**src/dspt_pkg.sv**
```systemverilog
// Constants, field layouts and types for the dual-slope PWM timer
// Behaviour
// - Phase-correct TOP is 0x00FF/0x01FF/0x03FF (modes 1-3), capture (10), compare A (11).
// - Dual-slope counter runs zero up to TOP and back down, without pause.
// - Counter leaves TOP on the next timer cycle, reversing direction.
// - Non-inverting clears on up-count match, sets on down-count match; inverting opposite.
// - Output mode field two gives non-inverted PWM, three gives inverted PWM.
// - Waveform reaches the pin only when its direction bit selects output.
// - Register-defined TOP supports 0x0003 up to the full 16-bit maximum.
// - Phase-correct mode sets the overflow flag whenever the counter reaches zero.
// - Phase-correct loads compares at TOP; compare A or capture flag set then too.
// - With fixed TOP, compare writes store zeros above the selected resolution.
// - A channel's compare flag is set whenever the counter matches its compare.
// - TOP below a channel's compare value means that channel never matches.
// - Phase-correct: compare zero keeps output low, compare TOP keeps high; inverted opposite.
// - Compare A defining TOP (modes 9, 11) with field one toggles output A.
// - Frequency-correct mode takes TOP from capture (mode 8) or compare A (mode 9).
// - Frequency-correct loads compares at zero and sets overflow in that cycle.
// - Frequency-correct sets compare A or capture flag when counter reaches TOP.
// - Frequency-correct: compare zero holds low, compare TOP drives high; inverted opposite.
// - Capture register used as TOP takes effect at once, unbuffered.
// - Waveform mode is two low bits of control A and bits 4:3 of control B.
package dspt_pkg;

    // Register byte offsets
    localparam logic [7:0] OFF_CTRL_A  = 8'h00;
    localparam logic [7:0] OFF_CTRL_B  = 8'h04;
    localparam logic [7:0] OFF_COUNT   = 8'h08;
    localparam logic [7:0] OFF_CMP_A   = 8'h0C;
    localparam logic [7:0] OFF_CMP_B   = 8'h10;
    localparam logic [7:0] OFF_CAPTURE = 8'h14;
    localparam logic [7:0] OFF_FLAGS   = 8'h18;
    localparam logic [7:0] OFF_PIN_DIR = 8'h1C;

    // Field positions
    localparam int MODE_A_HI   = 7;
    localparam int MODE_B_HI   = 5;
    localparam int WGM_LO_HI   = 1;
    localparam int WGM_HI_HI   = 4;
    localparam int CS_HI       = 2;
    localparam int FLAG_OVF    = 0;
    localparam int FLAG_CMP_A  = 1;
    localparam int FLAG_CMP_B  = 2;
    localparam int FLAG_CAP    = 3;

    // Reset values
    localparam logic [7:0]  CTRL_RESET  = 8'h00;
    localparam logic [15:0] VALUE_RESET = 16'h0000;
    localparam logic [3:0]  FLAGS_RESET = 4'h0;

    // Waveform modes handled here
    localparam logic [3:0] WGM_PC8   = 4'h1;
    localparam logic [3:0] WGM_PC9   = 4'h2;
    localparam logic [3:0] WGM_PC10  = 4'h3;
    localparam logic [3:0] WGM_PFC_C = 4'h8;
    localparam logic [3:0] WGM_PFC_A = 4'h9;
    localparam logic [3:0] WGM_PC_C  = 4'hA;
    localparam logic [3:0] WGM_PC_A  = 4'hB;

    // Fixed TOP values
    localparam logic [15:0] TOP_8BIT  = 16'h00FF;
    localparam logic [15:0] TOP_9BIT  = 16'h01FF;
    localparam logic [15:0] TOP_10BIT = 16'h03FF;
    localparam logic [15:0] TOP_FULL  = 16'hFFFF;
    localparam logic [15:0] BOTTOM    = 16'h0000;

    // Output mode field encodings
    localparam logic [1:0] OM_OFF    = 2'h0;
    localparam logic [1:0] OM_TOGGLE = 2'h1;
    localparam logic [1:0] OM_NONINV = 2'h2;
    localparam logic [1:0] OM_INV    = 2'h3;

    // Prescaler: clock select codes and divider masks
    localparam logic [2:0] CS_DIV1    = 3'h1;
    localparam logic [2:0] CS_DIV8    = 3'h2;
    localparam logic [2:0] CS_DIV64   = 3'h3;
    localparam logic [2:0] CS_DIV256  = 3'h4;
    localparam logic [2:0] CS_DIV1024 = 3'h5;
    localparam logic [9:0] PRE_M8     = 10'h007;
    localparam logic [9:0] PRE_M64    = 10'h03F;
    localparam logic [9:0] PRE_M256   = 10'h0FF;
    localparam logic [9:0] PRE_M1024  = 10'h3FF;

    // Pin drive carrier
    typedef struct packed {
        logic level;
        logic oe;
    } dspt_pin_t;

endpackage : dspt_pkg

```
**src/dspt_timer.sv**
```systemverilog
// Dual-slope PWM timer with APB register access
//
// Local design decisions: the address map and register access over APB.
`timescale 1ns/1ps
module dspt_timer (
    // Clock and reset
    input  wire logic              pclk,
    input  wire logic              presetn,
    // APB slave
    input  wire logic              psel,
    input  wire logic              penable,
    input  wire logic              pwrite,
    input  wire logic [7:0]        paddr,
    input  wire logic [31:0]       pwdata,
    output logic      [31:0]       prdata,
    output logic                   pready,
    output logic                   pslverr,
    // Compare output pins
    output dspt_pkg::dspt_pin_t    pin_a,
    output dspt_pkg::dspt_pin_t    pin_b
);

    // Active TOP for the selected mode
    function automatic logic [15:0] top_sel(input logic [3:0] m, input logic [15:0] cap,
                                            input logic [15:0] cmpa);
        unique case (m)
            dspt_pkg::WGM_PC8:                     top_sel = dspt_pkg::TOP_8BIT;
            dspt_pkg::WGM_PC9:                     top_sel = dspt_pkg::TOP_9BIT;
            dspt_pkg::WGM_PC10:                    top_sel = dspt_pkg::TOP_10BIT;
            dspt_pkg::WGM_PC_C, dspt_pkg::WGM_PFC_C: top_sel = cap;
            dspt_pkg::WGM_PC_A, dspt_pkg::WGM_PFC_A: top_sel = cmpa;
            default:                               top_sel = dspt_pkg::TOP_FULL;
        endcase
    endfunction : top_sel

    // Resolution mask for compare writes
    function automatic logic [15:0] res_mask(input logic [3:0] m);
        unique case (m)
            dspt_pkg::WGM_PC8:  res_mask = dspt_pkg::TOP_8BIT;
            dspt_pkg::WGM_PC9:  res_mask = dspt_pkg::TOP_9BIT;
            dspt_pkg::WGM_PC10: res_mask = dspt_pkg::TOP_10BIT;
            default:            res_mask = dspt_pkg::TOP_FULL;
        endcase
    endfunction : res_mask

    // Registers
    logic [7:0]  ctrl_a_reg;
    logic [7:0]  ctrl_b_reg;
    logic [15:0] count_reg;
    logic        dir_up_reg;
    logic [15:0] capture_reg;
    logic [3:0]  flags_reg;
    logic [1:0]  pin_dir_reg;
    logic [9:0]  pre_reg;
    logic [15:0] buf_reg [2];
    logic [15:0] cmp_reg [2];
    logic [1:0]  chan_out_reg;
    logic [31:0] prdata_reg;
    logic        pslverr_reg;

    // Mode decode
    wire [3:0]  waveform_mode = {ctrl_b_reg[dspt_pkg::WGM_HI_HI -: 2],
                                 ctrl_a_reg[dspt_pkg::WGM_LO_HI -: 2]};
    wire        pc_mode  = (waveform_mode == dspt_pkg::WGM_PC8) || (waveform_mode == dspt_pkg::WGM_PC9)
                        || (waveform_mode == dspt_pkg::WGM_PC10) || (waveform_mode == dspt_pkg::WGM_PC_C)
                        || (waveform_mode == dspt_pkg::WGM_PC_A);
    wire        pfc_mode = (waveform_mode == dspt_pkg::WGM_PFC_C) || (waveform_mode == dspt_pkg::WGM_PFC_A);
    wire        dual     = pc_mode | pfc_mode;
    wire        top_is_a = (waveform_mode == dspt_pkg::WGM_PC_A) || (waveform_mode == dspt_pkg::WGM_PFC_A);
    wire        top_is_c = (waveform_mode == dspt_pkg::WGM_PC_C) || (waveform_mode == dspt_pkg::WGM_PFC_C);
    wire [15:0] top      = top_sel(waveform_mode, capture_reg, cmp_reg[0]);
    wire [15:0] wmask    = res_mask(waveform_mode);

    // Prescaler timer enable
    wire [2:0] cs   = ctrl_b_reg[dspt_pkg::CS_HI -: 3];
    wire       tick = (cs == dspt_pkg::CS_DIV1)
                   || ((cs == dspt_pkg::CS_DIV8)    && ((pre_reg & dspt_pkg::PRE_M8)    == dspt_pkg::PRE_M8))
                   || ((cs == dspt_pkg::CS_DIV64)   && ((pre_reg & dspt_pkg::PRE_M64)   == dspt_pkg::PRE_M64))
                   || ((cs == dspt_pkg::CS_DIV256)  && ((pre_reg & dspt_pkg::PRE_M256)  == dspt_pkg::PRE_M256))
                   || ((cs == dspt_pkg::CS_DIV1024) && ((pre_reg & dspt_pkg::PRE_M1024) == dspt_pkg::PRE_M1024));
    wire       step = tick & dual;

    // Counter position
    wire at_top = (count_reg == top);
    wire at_bot = (count_reg == dspt_pkg::BOTTOM);
    wire update = step & ((pc_mode & at_top & dir_up_reg) | (pfc_mode & at_bot));

    // APB decode; every access completes in one access cycle
    wire apb_wr     = psel & penable & pwrite;
    wire apb_setup  = psel & ~penable;
    wire wr_ctrl_a  = apb_wr && (paddr == dspt_pkg::OFF_CTRL_A);
    wire wr_ctrl_b  = apb_wr && (paddr == dspt_pkg::OFF_CTRL_B);
    wire wr_count   = apb_wr && (paddr == dspt_pkg::OFF_COUNT);
    wire wr_capture = apb_wr && (paddr == dspt_pkg::OFF_CAPTURE);
    wire wr_flags   = apb_wr && (paddr == dspt_pkg::OFF_FLAGS);
    wire wr_pin_dir = apb_wr && (paddr == dspt_pkg::OFF_PIN_DIR);
    wire [1:0] wr_cmp = {apb_wr && (paddr == dspt_pkg::OFF_CMP_B),
                         apb_wr && (paddr == dspt_pkg::OFF_CMP_A)};
    wire [1:0] match;

    // Read data selection
    logic [31:0] rd_mux;
    logic        rd_err;
    always_comb begin
        rd_err = 1'b0;
        unique case (paddr)
            dspt_pkg::OFF_CTRL_A:  rd_mux = {24'h000000, ctrl_a_reg};
            dspt_pkg::OFF_CTRL_B:  rd_mux = {24'h000000, ctrl_b_reg};
            dspt_pkg::OFF_COUNT:   rd_mux = {16'h0000, count_reg};
            dspt_pkg::OFF_CMP_A:   rd_mux = {16'h0000, buf_reg[0]};
            dspt_pkg::OFF_CMP_B:   rd_mux = {16'h0000, buf_reg[1]};
            dspt_pkg::OFF_CAPTURE: rd_mux = {16'h0000, capture_reg};
            dspt_pkg::OFF_FLAGS:   rd_mux = {28'h0000000, flags_reg};
            dspt_pkg::OFF_PIN_DIR: rd_mux = {30'h00000000, pin_dir_reg};
            default: begin
                rd_mux = 32'h00000000;
                rd_err = 1'b1;
            end
        endcase
    end

    // APB answer captured in setup, shown in the access cycle
    always_ff @(posedge pclk or negedge presetn) begin
        if (!presetn) begin
            prdata_reg  <= 32'h00000000;
            pslverr_reg <= 1'b0;
        end else if (apb_setup) begin
            prdata_reg  <= pwrite ? 32'h00000000 : rd_mux;
            pslverr_reg <= rd_err;
        end
    end

    assign prdata  = prdata_reg;
    assign pslverr = pslverr_reg;
    assign pready  = 1'b1;

    // Control registers and free-running prescaler
    always_ff @(posedge pclk or negedge presetn) begin
        if (!presetn) begin
            ctrl_a_reg  <= dspt_pkg::CTRL_RESET;
            ctrl_b_reg  <= dspt_pkg::CTRL_RESET;
            capture_reg <= dspt_pkg::VALUE_RESET;
            pin_dir_reg <= 2'h0;
            pre_reg     <= 10'h000;
        end else begin
            pre_reg <= pre_reg + 10'h001;
            if (wr_ctrl_a)
                ctrl_a_reg <= pwdata[7:0];
            if (wr_ctrl_b)
                ctrl_b_reg <= pwdata[7:0];
            if (wr_capture)
                capture_reg <= pwdata[15:0];
            if (wr_pin_dir)
                pin_dir_reg <= pwdata[1:0];
        end
    end

    // Up/down counter; a software write to the count wins over a step
    always_ff @(posedge pclk or negedge presetn) begin
        if (!presetn) begin
            count_reg  <= dspt_pkg::VALUE_RESET;
            dir_up_reg <= 1'b1;
        end else if (wr_count) begin
            count_reg <= pwdata[15:0];
        end else if (step) begin
            if (dir_up_reg && at_top && !at_bot) begin
                count_reg  <= count_reg - 16'h0001;
                dir_up_reg <= 1'b0;
            end else if (dir_up_reg) begin
                count_reg <= count_reg + 16'h0001;
            end else if (at_bot) begin
                count_reg  <= count_reg + 16'h0001;
                dir_up_reg <= 1'b1;
            end else begin
                count_reg <= count_reg - 16'h0001;
            end
        end
    end

    // Event flags: hardware set wins over write-one-to-clear
    wire [3:0] flag_set;
    assign flag_set[dspt_pkg::FLAG_OVF]   = step & at_bot;
    assign flag_set[dspt_pkg::FLAG_CMP_A] = match[0];
    assign flag_set[dspt_pkg::FLAG_CMP_B] = match[1];
    assign flag_set[dspt_pkg::FLAG_CAP]   = step & at_top & top_is_c;
    wire [3:0] flag_clr = wr_flags ? pwdata[3:0] : 4'h0;

    always_ff @(posedge pclk or negedge presetn) begin
        if (!presetn)
            flags_reg <= dspt_pkg::FLAGS_RESET;
        else
            flags_reg <= (flags_reg & ~flag_clr) | flag_set;
    end

    // Per-channel compare buffer, match and waveform
    genvar i;
    generate
        for (i = 0; i < 2; i++) begin : g_chan
            wire [1:0]  field = ctrl_a_reg[dspt_pkg::MODE_A_HI - 2 * i -: 2];
            wire [15:0] wval  = pwdata[15:0] & wmask;
            // Match only on exact equality, so a compare above TOP never fires
            assign match[i] = step && (count_reg == cmp_reg[i]);
            // Extremes pin the level; otherwise clear going up, set going down
            wire nonin = (cmp_reg[i] == dspt_pkg::BOTTOM) ? 1'b0 :
                         (cmp_reg[i] == top)             ? 1'b1 : ~dir_up_reg;
            wire tog_ok = (i == 0) && top_is_a;

            always_ff @(posedge pclk or negedge presetn) begin
                if (!presetn) begin
                    buf_reg[i] <= dspt_pkg::VALUE_RESET;
                    cmp_reg[i] <= dspt_pkg::VALUE_RESET;
                end else begin
                    if (wr_cmp[i])
                        buf_reg[i] <= wval;
                    // Outside the dual-slope modes the buffer is transparent
                    if (wr_cmp[i] && !dual)
                        cmp_reg[i] <= wval;
                    else if (update)
                        cmp_reg[i] <= buf_reg[i];
                end
            end

            always_ff @(posedge pclk or negedge presetn) begin
                if (!presetn) begin
                    chan_out_reg[i] <= 1'b0;
                end else if (match[i]) begin
                    if (field == dspt_pkg::OM_NONINV)
                        chan_out_reg[i] <= nonin;
                    else if (field == dspt_pkg::OM_INV)
                        chan_out_reg[i] <= ~nonin;
                    else if (field == dspt_pkg::OM_TOGGLE && tog_ok)
                        chan_out_reg[i] <= ~chan_out_reg[i];
                end
            end
        end
    endgenerate

    // Pin drive; enable needs direction bit and a connected field
    assign pin_a.level = chan_out_reg[0];
    assign pin_a.oe    = pin_dir_reg[0] && (g_chan[0].field != dspt_pkg::OM_OFF);
    assign pin_b.level = chan_out_reg[1];
    assign pin_b.oe    = pin_dir_reg[1] && (g_chan[1].field != dspt_pkg::OM_OFF);

endmodule : dspt_timer

```
**config.mk**
```make
export PLATFORM = sky130hd
export DESIGN_NAME = dspt_timer
export DESIGN_NICKNAME = d
export VERILOG_FILES = /design/src/dspt_pkg.sv /design/src/dspt_timer.sv
export SDC_FILE = /design/constraint.sdc
export NUM_CORES = 1
export LEC_CHECK = 0
export BUFFER_PORTS_ARGS = -buffer_cell sky130_fd_sc_hd__buf_2
export CORE_MARGIN = 4
export CORE_UTILIZATION = 55
export DETAILED_ROUTE_END_ITERATION = 10
export PLACE_DENSITY_LB_ADDON = 0.25
export SYNTH_ARGS = -nofsm -noshare
export SYNTH_HDL_FRONTEND = slang
export SYNTH_SLANG_ARGS = --single-unit
```
**constraint.sdc**
```tcl
create_clock -name pclk -period 3 [get_ports pclk]
set_clock_uncertainty 0.05 [all_clocks]
set_input_delay 0.3 -clock pclk [delete_from_list [all_inputs] [get_ports pclk]]
set_output_delay 0.3 -clock pclk [all_outputs]
set_load 0.01 [all_outputs]
```
* Word-level counts from Yosys, hierarchy flattened
Index checks and enable logic that the tools add are counted.
** Word-level totals
- Input bits :: 45
- Register bits after elaboration :: 164
- Output and inout port bits :: 38
** Operators by class
- Reductions and logical operators :: 51
- Bitwise gates (word level) :: 23
- Add/subtract/negate cells :: 3
- Muxes and demuxes :: 27
- Eq/ne operators :: 33
** Operators by type and width (count)
- 16-bit two-way mux :: 9
- 16-bit one-hot mux with 8 select lines :: 1
- 16-bit equality test :: 5
- 16-bit one-hot mux with 5 select lines :: 1
- 16-bit zero test :: 3
- 16-bit one-hot mux with 3 select lines :: 1
- 8-bit by 5-bit equality test with 1-bit output (second input constant) :: 4
- 32-bit two-way mux :: 1
- 1-bit logical AND :: 21
- 16-bit by 1-bit adder with 16-bit output (second input constant) :: 1
- 16-bit bitwise AND :: 1
- 4-bit equality test (second input constant) :: 4
- 8-bit by 4-bit equality test with 1-bit output (second input constant) :: 2
- 16-bit by 1-bit subtractor with 16-bit output (second input constant) :: 1
- 1-bit two-way mux :: 13
- 2-bit nonzero test :: 6
- 1-bit bitwise AND :: 11
- 1-bit logical OR :: 11
- 10-bit by 1-bit adder with 10-bit output (second input constant) :: 1
- 10-bit equality test (second input constant) :: 1
- 3-bit equality test (second input constant) :: 3
- 2-bit equality test (second input constant) :: 4
- 4-bit by 2-bit equality test with 1-bit output (second input constant) :: 2
- 8-bit by 3-bit equality test with 1-bit output (second input constant) :: 1
- other kinds (18) :: 29

* Longest topological paths before layout
- Word-level depth :: 11
- Depth in mapped cells :: 13
- Depth with buffers taken out :: 9

* Least setup slack after synthesis
OpenSTA, ideal clock, no wires.
- Path kind :: reg2reg
- From :: register ctrl_b_reg[3]
- To :: register count_reg[15]
- Period minus slack after synthesis :: 3.082 ns
- Stages on the path, launching flop included :: 12
- Data arrival time :: 2.911 ns
- Path slack :: -0.082 ns
- Cell sequence :: dfrtp_1 -> and2b_4 -> buf_4 -> a21oi_1 -> or4_4 -> a2111oi_4 -> nand4_2 -> a21oi_4 -> buf_4 -> mux2i_1 -> mux2i_1 -> nand2_1
** Between the ends
- Longest elaborated chain between the ends :: 9
- Elaborated cells on any way between the ends :: 24
- Classes of those cells :: eq/ne (8); mux (4); bitwise (2); reduce/logical (10)
** RTL lines
- start, declared :: RTL line dspt_timer.sv:48 : logic [7:0] ctrl_b_reg;
- start signal, assigned :: RTL line dspt_timer.sv:141 : ctrl_b_reg <= dspt_pkg::CTRL_RESET;
- start signal, assigned :: RTL line dspt_timer.sv:150 : ctrl_b_reg <= pwdata[7:0];
- 4-bit equality test, on equally long branches
- 2-bit OR reduction :: RTL line dspt_timer.sv:26 : unique case (m)
- 16-bit one-hot mux with 5 select lines :: RTL line dspt_timer.sv:26
- 16-bit equality test :: RTL line dspt_timer.sv:84 : wire at_top = (count_reg == top);
- 1-bit logical AND (2 in series) :: RTL line dspt_timer.sv:166 : if (dir_up_reg && at_top && !at_bot) begin
- 16-bit two-way mux :: RTL line dspt_timer.sv:166
- 16-bit two-way mux :: RTL line dspt_timer.sv:165 : end else if (step) begin
- 16-bit two-way mux :: RTL line dspt_timer.sv:163 : end else if (wr_count) begin
- end signal, assigned :: RTL line dspt_timer.sv:164 : count_reg <= pwdata[15:0];
- end signal, assigned :: RTL line dspt_timer.sv:167 : count_reg <= count_reg - 16'h0001;
- end signal, assigned :: RTL line dspt_timer.sv:170 : count_reg <= count_reg + 16'h0001;
- end, declared :: RTL line dspt_timer.sv:49 : logic [15:0] count_reg;
Parallel ways exist; a longest one is shown, timed or not. The select of a mux whose other input is x is not followed.
A chain may end at the register's enable or synchronous reset.

* Worst setup path after layout
- From :: register ctrl_a_reg[0]
- To :: register cmp_reg[20] (netlist name)
** Between the ends
- Longest elaborated chain between the ends :: 10
- Elaborated cells on any way between the ends :: 27
- Classes of those cells :: eq/ne (8); mux (2); bitwise (7); reduce/logical (10)
** RTL lines
- start, declared :: RTL line dspt_timer.sv:47 : logic [7:0] ctrl_a_reg;
- start signal, assigned :: RTL line dspt_timer.sv:140 : ctrl_a_reg <= dspt_pkg::CTRL_RESET;
- start signal, assigned :: RTL line dspt_timer.sv:148 : ctrl_a_reg <= pwdata[7:0];
- branches (longest 10 deep; another with 16-bit one-hot mux with 5 select lines)
- end signal, assigned by index :: RTL line dspt_timer.sv:211 : cmp_reg[i] <= dspt_pkg::VALUE_RESET;
- end signal, assigned by index :: RTL line dspt_timer.sv:217 : cmp_reg[i] <= wval;
- end signal, assigned by index :: RTL line dspt_timer.sv:219 : cmp_reg[i] <= buf_reg[i];
- end, declared :: RTL line dspt_timer.sv:56 : logic [15:0] cmp_reg [2];
Parallel ways; which one is timed is not known.

==> results.ini <==
[outcome]
violations=setup timing
status=finished, violations left

[drt]
wl_met2_mm=13.0
drc=0
wl_met3_mm=2.99
first_pass_iters=6
ant_nets=0
viasPerCell=6.32
drt_iter0_drc=1059
routed_wirelength_mm=28.8
drt-met1-wl_mm=11.9
num_vias=8348
wl_per_cell_um=21.8
routed.top_layer=met4

[clock_network]
cts_buffers=17
clkSinkCount=148
clkTransAtPathRegs_ns=0.07
cts_root_buf=clkbuf_16
clock_path_buffers=2
cts_htree_levels=4
clock_latency_ns=0.44
cts_tree=done

[synthesis]
ys_ff_latch=148
synth_top_cell_area_share_pct=40.5
yosys-top-cells-area=dfrtp_1 41%, nand2_1 6.2%, mux2i_1 6.2%
synth_warnings=0
synth_top_area_cell=dfrtp_1
synthCells=992
syn-mean-instance-area_um2=9.15
synth_top_flop_cell=dfrtp_1
synthArstFlopShare_pct=100
synth_cell_types=71
netlist_area_um2=9070
synth-edff-count=0
yosysSeqAreaShare_pct=40.8

[cells_and_area]
fin_nets=1142
finish.instance_area_um2=11000
multiInputGateArea_um2=5050
seq_area_um2=3700
fillers=1280
synthToLayoutAreaGrowth_pct=20.9
insertedDiodeCount=0
drive_gt1_share_pct=24.9

[critical_path]
critPathSlowestCell=or4_4
critPathTopFamily=simple AND/OR/NAND/NOR gates
critPathBufInv=2
cp-start-kind=flip-flop
slowest_delay_ns=0.53
path_max_fanout=8
arrival_ns=3.40
crit_chain=buf_6 -> mux2i_4 -> and3_1 -> or4_4 -> a2111oi_4 -> nand4_4 -> nor4b_4 -> o21ai_4 -> clkbuf_16 -> mux2i_1 -> o21ai_1
path_class=reg -> reg
end_kind=flip-flop
required_ns=3.27

[placed_design]
place_congestion=0.995
portBuffers=49
place_area_um2=10100
hpwl_mm=20.8
dp_slack_ns=-0.221

[timing]
finalSetupViolations=45
max_freq_mhz=320
post-route-period-util_pct=104
fin_hold_ws_ns=0.106
fin_ws_ns=-0.127
max-slew-margin-rel_pct=49.6
drv_slew=0
min_period_ns=3.13
rsz0062_at_grt=yes
tightest_slew_ns=0.755
final-hold-violation-count=0

[grt]
antenna_found_initial=0
overflow=0
grt_pass1_wl_mm=45.2
grt_max_degree=90
groute.usage.overall_pct=32.0
grt_pass1_vias=7998

[floorplanning]
die_h_um=136
fp.dieW_um=136
start_util_pct=56.7
core-area_um2=16000
ios=83
dieArea_um2=18600
row_count=46

[power_and_ir_drop]
leakage_nw=5.00
power_w=0.00476
peakVddDrop_v=0.000470
powerDensity_nw_per_um2=434

[min_path]
hold_path_class=in -> reg

[run]
cap_violations=0

## cell type report
cell class              count  share of cell area (%)
flip-flops and latches    148                    33.8
well taps                 216                    2.46
inverters                  20                   0.684
repair buffers            166                    11.2
clock inverters            11                    1.47
multi-input cells         739                    46.0
clock buffers              21                    4.38
## cell usage in the layout (no fill, tap or decap), drive strengths merged, types with 22 or more instances in the layout
cell and instances:
buf 164, nand2 150, dfrtp 147, o21ai 86, mux2i 56, xor2 54
nor2 44, mux2 39, nand3 24, nor4 24, a21oi 24, inv 23
clkbuf 22
## worst paths after layout
check / cells after the start / start / slack, ns / endpoint
max: 11 / ctrl_a_reg[0] / -0.13 / cmp_reg[20]
min: 3 / pwdata[12] / 0.11 / cmp_reg[12]
max reg2reg: 11 / ctrl_a_reg[0] / -0.13 / cmp_reg[20]
min reg2reg: 1 / pre_reg[4] / 0.42 / pre_reg[4]
max in group asynchronous: 3 / presetn / 1.88 / cmp_reg[14]
min in group asynchronous: 2 / presetn / 0.23 / pre_reg[6]
## synth_stat cells (3+ instances only)
| master | number |
|---|---|
| buf_4 | 23 |
| a2111oi_0 | 4 |
| or3_1 | 6 |
| buf_2 | 10 |
| o211ai_1 | 4 |
| nor2_1 | 44 |
| o21ai_0 | 48 |
| buf_6 | 4 |
| nand2b_1 | 4 |
| or4_1 | 4 |
| nor4_1 | 23 |
| xor2_1 | 54 |
| a222oi_1 | 16 |
| o221ai_1 | 4 |
| and2_1 | 9 |
| ha_1 | 5 |
| xnor2_1 | 16 |
| mux2i_1 | 56 |
| mux2_2 | 38 |
| a22o_1 | 18 |
| clkbuf_1 | 60 |
| buf_1 | 3 |
| nand4_1 | 15 |
| o41ai_1 | 3 |
| o21ai_1 | 37 |
| a22oi_1 | 15 |
| a21oi_1 | 23 |
| and3_1 | 20 |
| dfrtp_1 | 147 |
| nand2_1 | 150 |
| a31oi_1 | 8 |
| nand3_1 | 24 |
| a32oi_1 | 3 |
| nor3_1 | 12 |
| inv_1 | 19 |
| o22ai_1 | 11 |
| a21o_1 | 3 |
| nor2b_1 | 6 |
## metal layers
| layer | up-vias | global-route usage [%] |
|---|---|---|
| met4 | 0 | 10.9 |
| met2 | 490 | 48.8 |
| met3 | 83 | 6.37 |
| li1 | 3746 | - |
| met1 | 4029 | 45.8 |
| met5 | - | 0 |
## repair_timing
action                                  in CTS  in global routing
endpoints found under the setup margin      46                 47
hold buffers                                 1                  0
gates cloned                                 0                  1
resized for setup                           29                 13
hold endpoints to repair                    19                  0
pin swaps                                   13                 10
setup buffers                                6                  0
## power by group
part           leakage (nW)  switching, W  internal [W]  total [W]
Combinational          2.93      0.000230      0.000131   0.000361
Sequential             1.76     0.0000382       0.00203    0.00207
Clock                 0.313      0.000920       0.00142    0.00234
## tightest hold or removal path: cells and delay by family
family | cells | cell delay [ns]
buffers and inverters | 1 | 0.14
and+or+nand+nor | 1 | 0.06
AOI/OAI and AO/OA | 1 | 0.05
## metrics by stage
step                      TNS [ns]  cells  utilization [%]
after floorplan                  0   1007                -
after global placement       -5.39   1281             62.8
after detailed placement     -7.59   1281             62.8
after CTS                    -3.44   1320             68.0
after global routing        -10.17   1321             68.6
final                        -4.01   1321             68.6
## cell families (layout without fill, tap and decap cells)
logic type / Yosys count / after routing / share of synthesized area [%]
other: 2 / 17 / 0.0828
buffers and inverters: 120 / 218 / 6.38
DFF: 148 / 148 / 40.8
adders and majority gates: 5 / 5 / 0.689
muxes: 95 / 95 / 11.0
AOI/OAI and AO/OA: 219 / 219 / 16.5
xor gates and xnor gates: 70 / 70 / 6.76
and+or+nand+nor: 333 / 333 / 17.8
(Power assumes the default switching activity.)
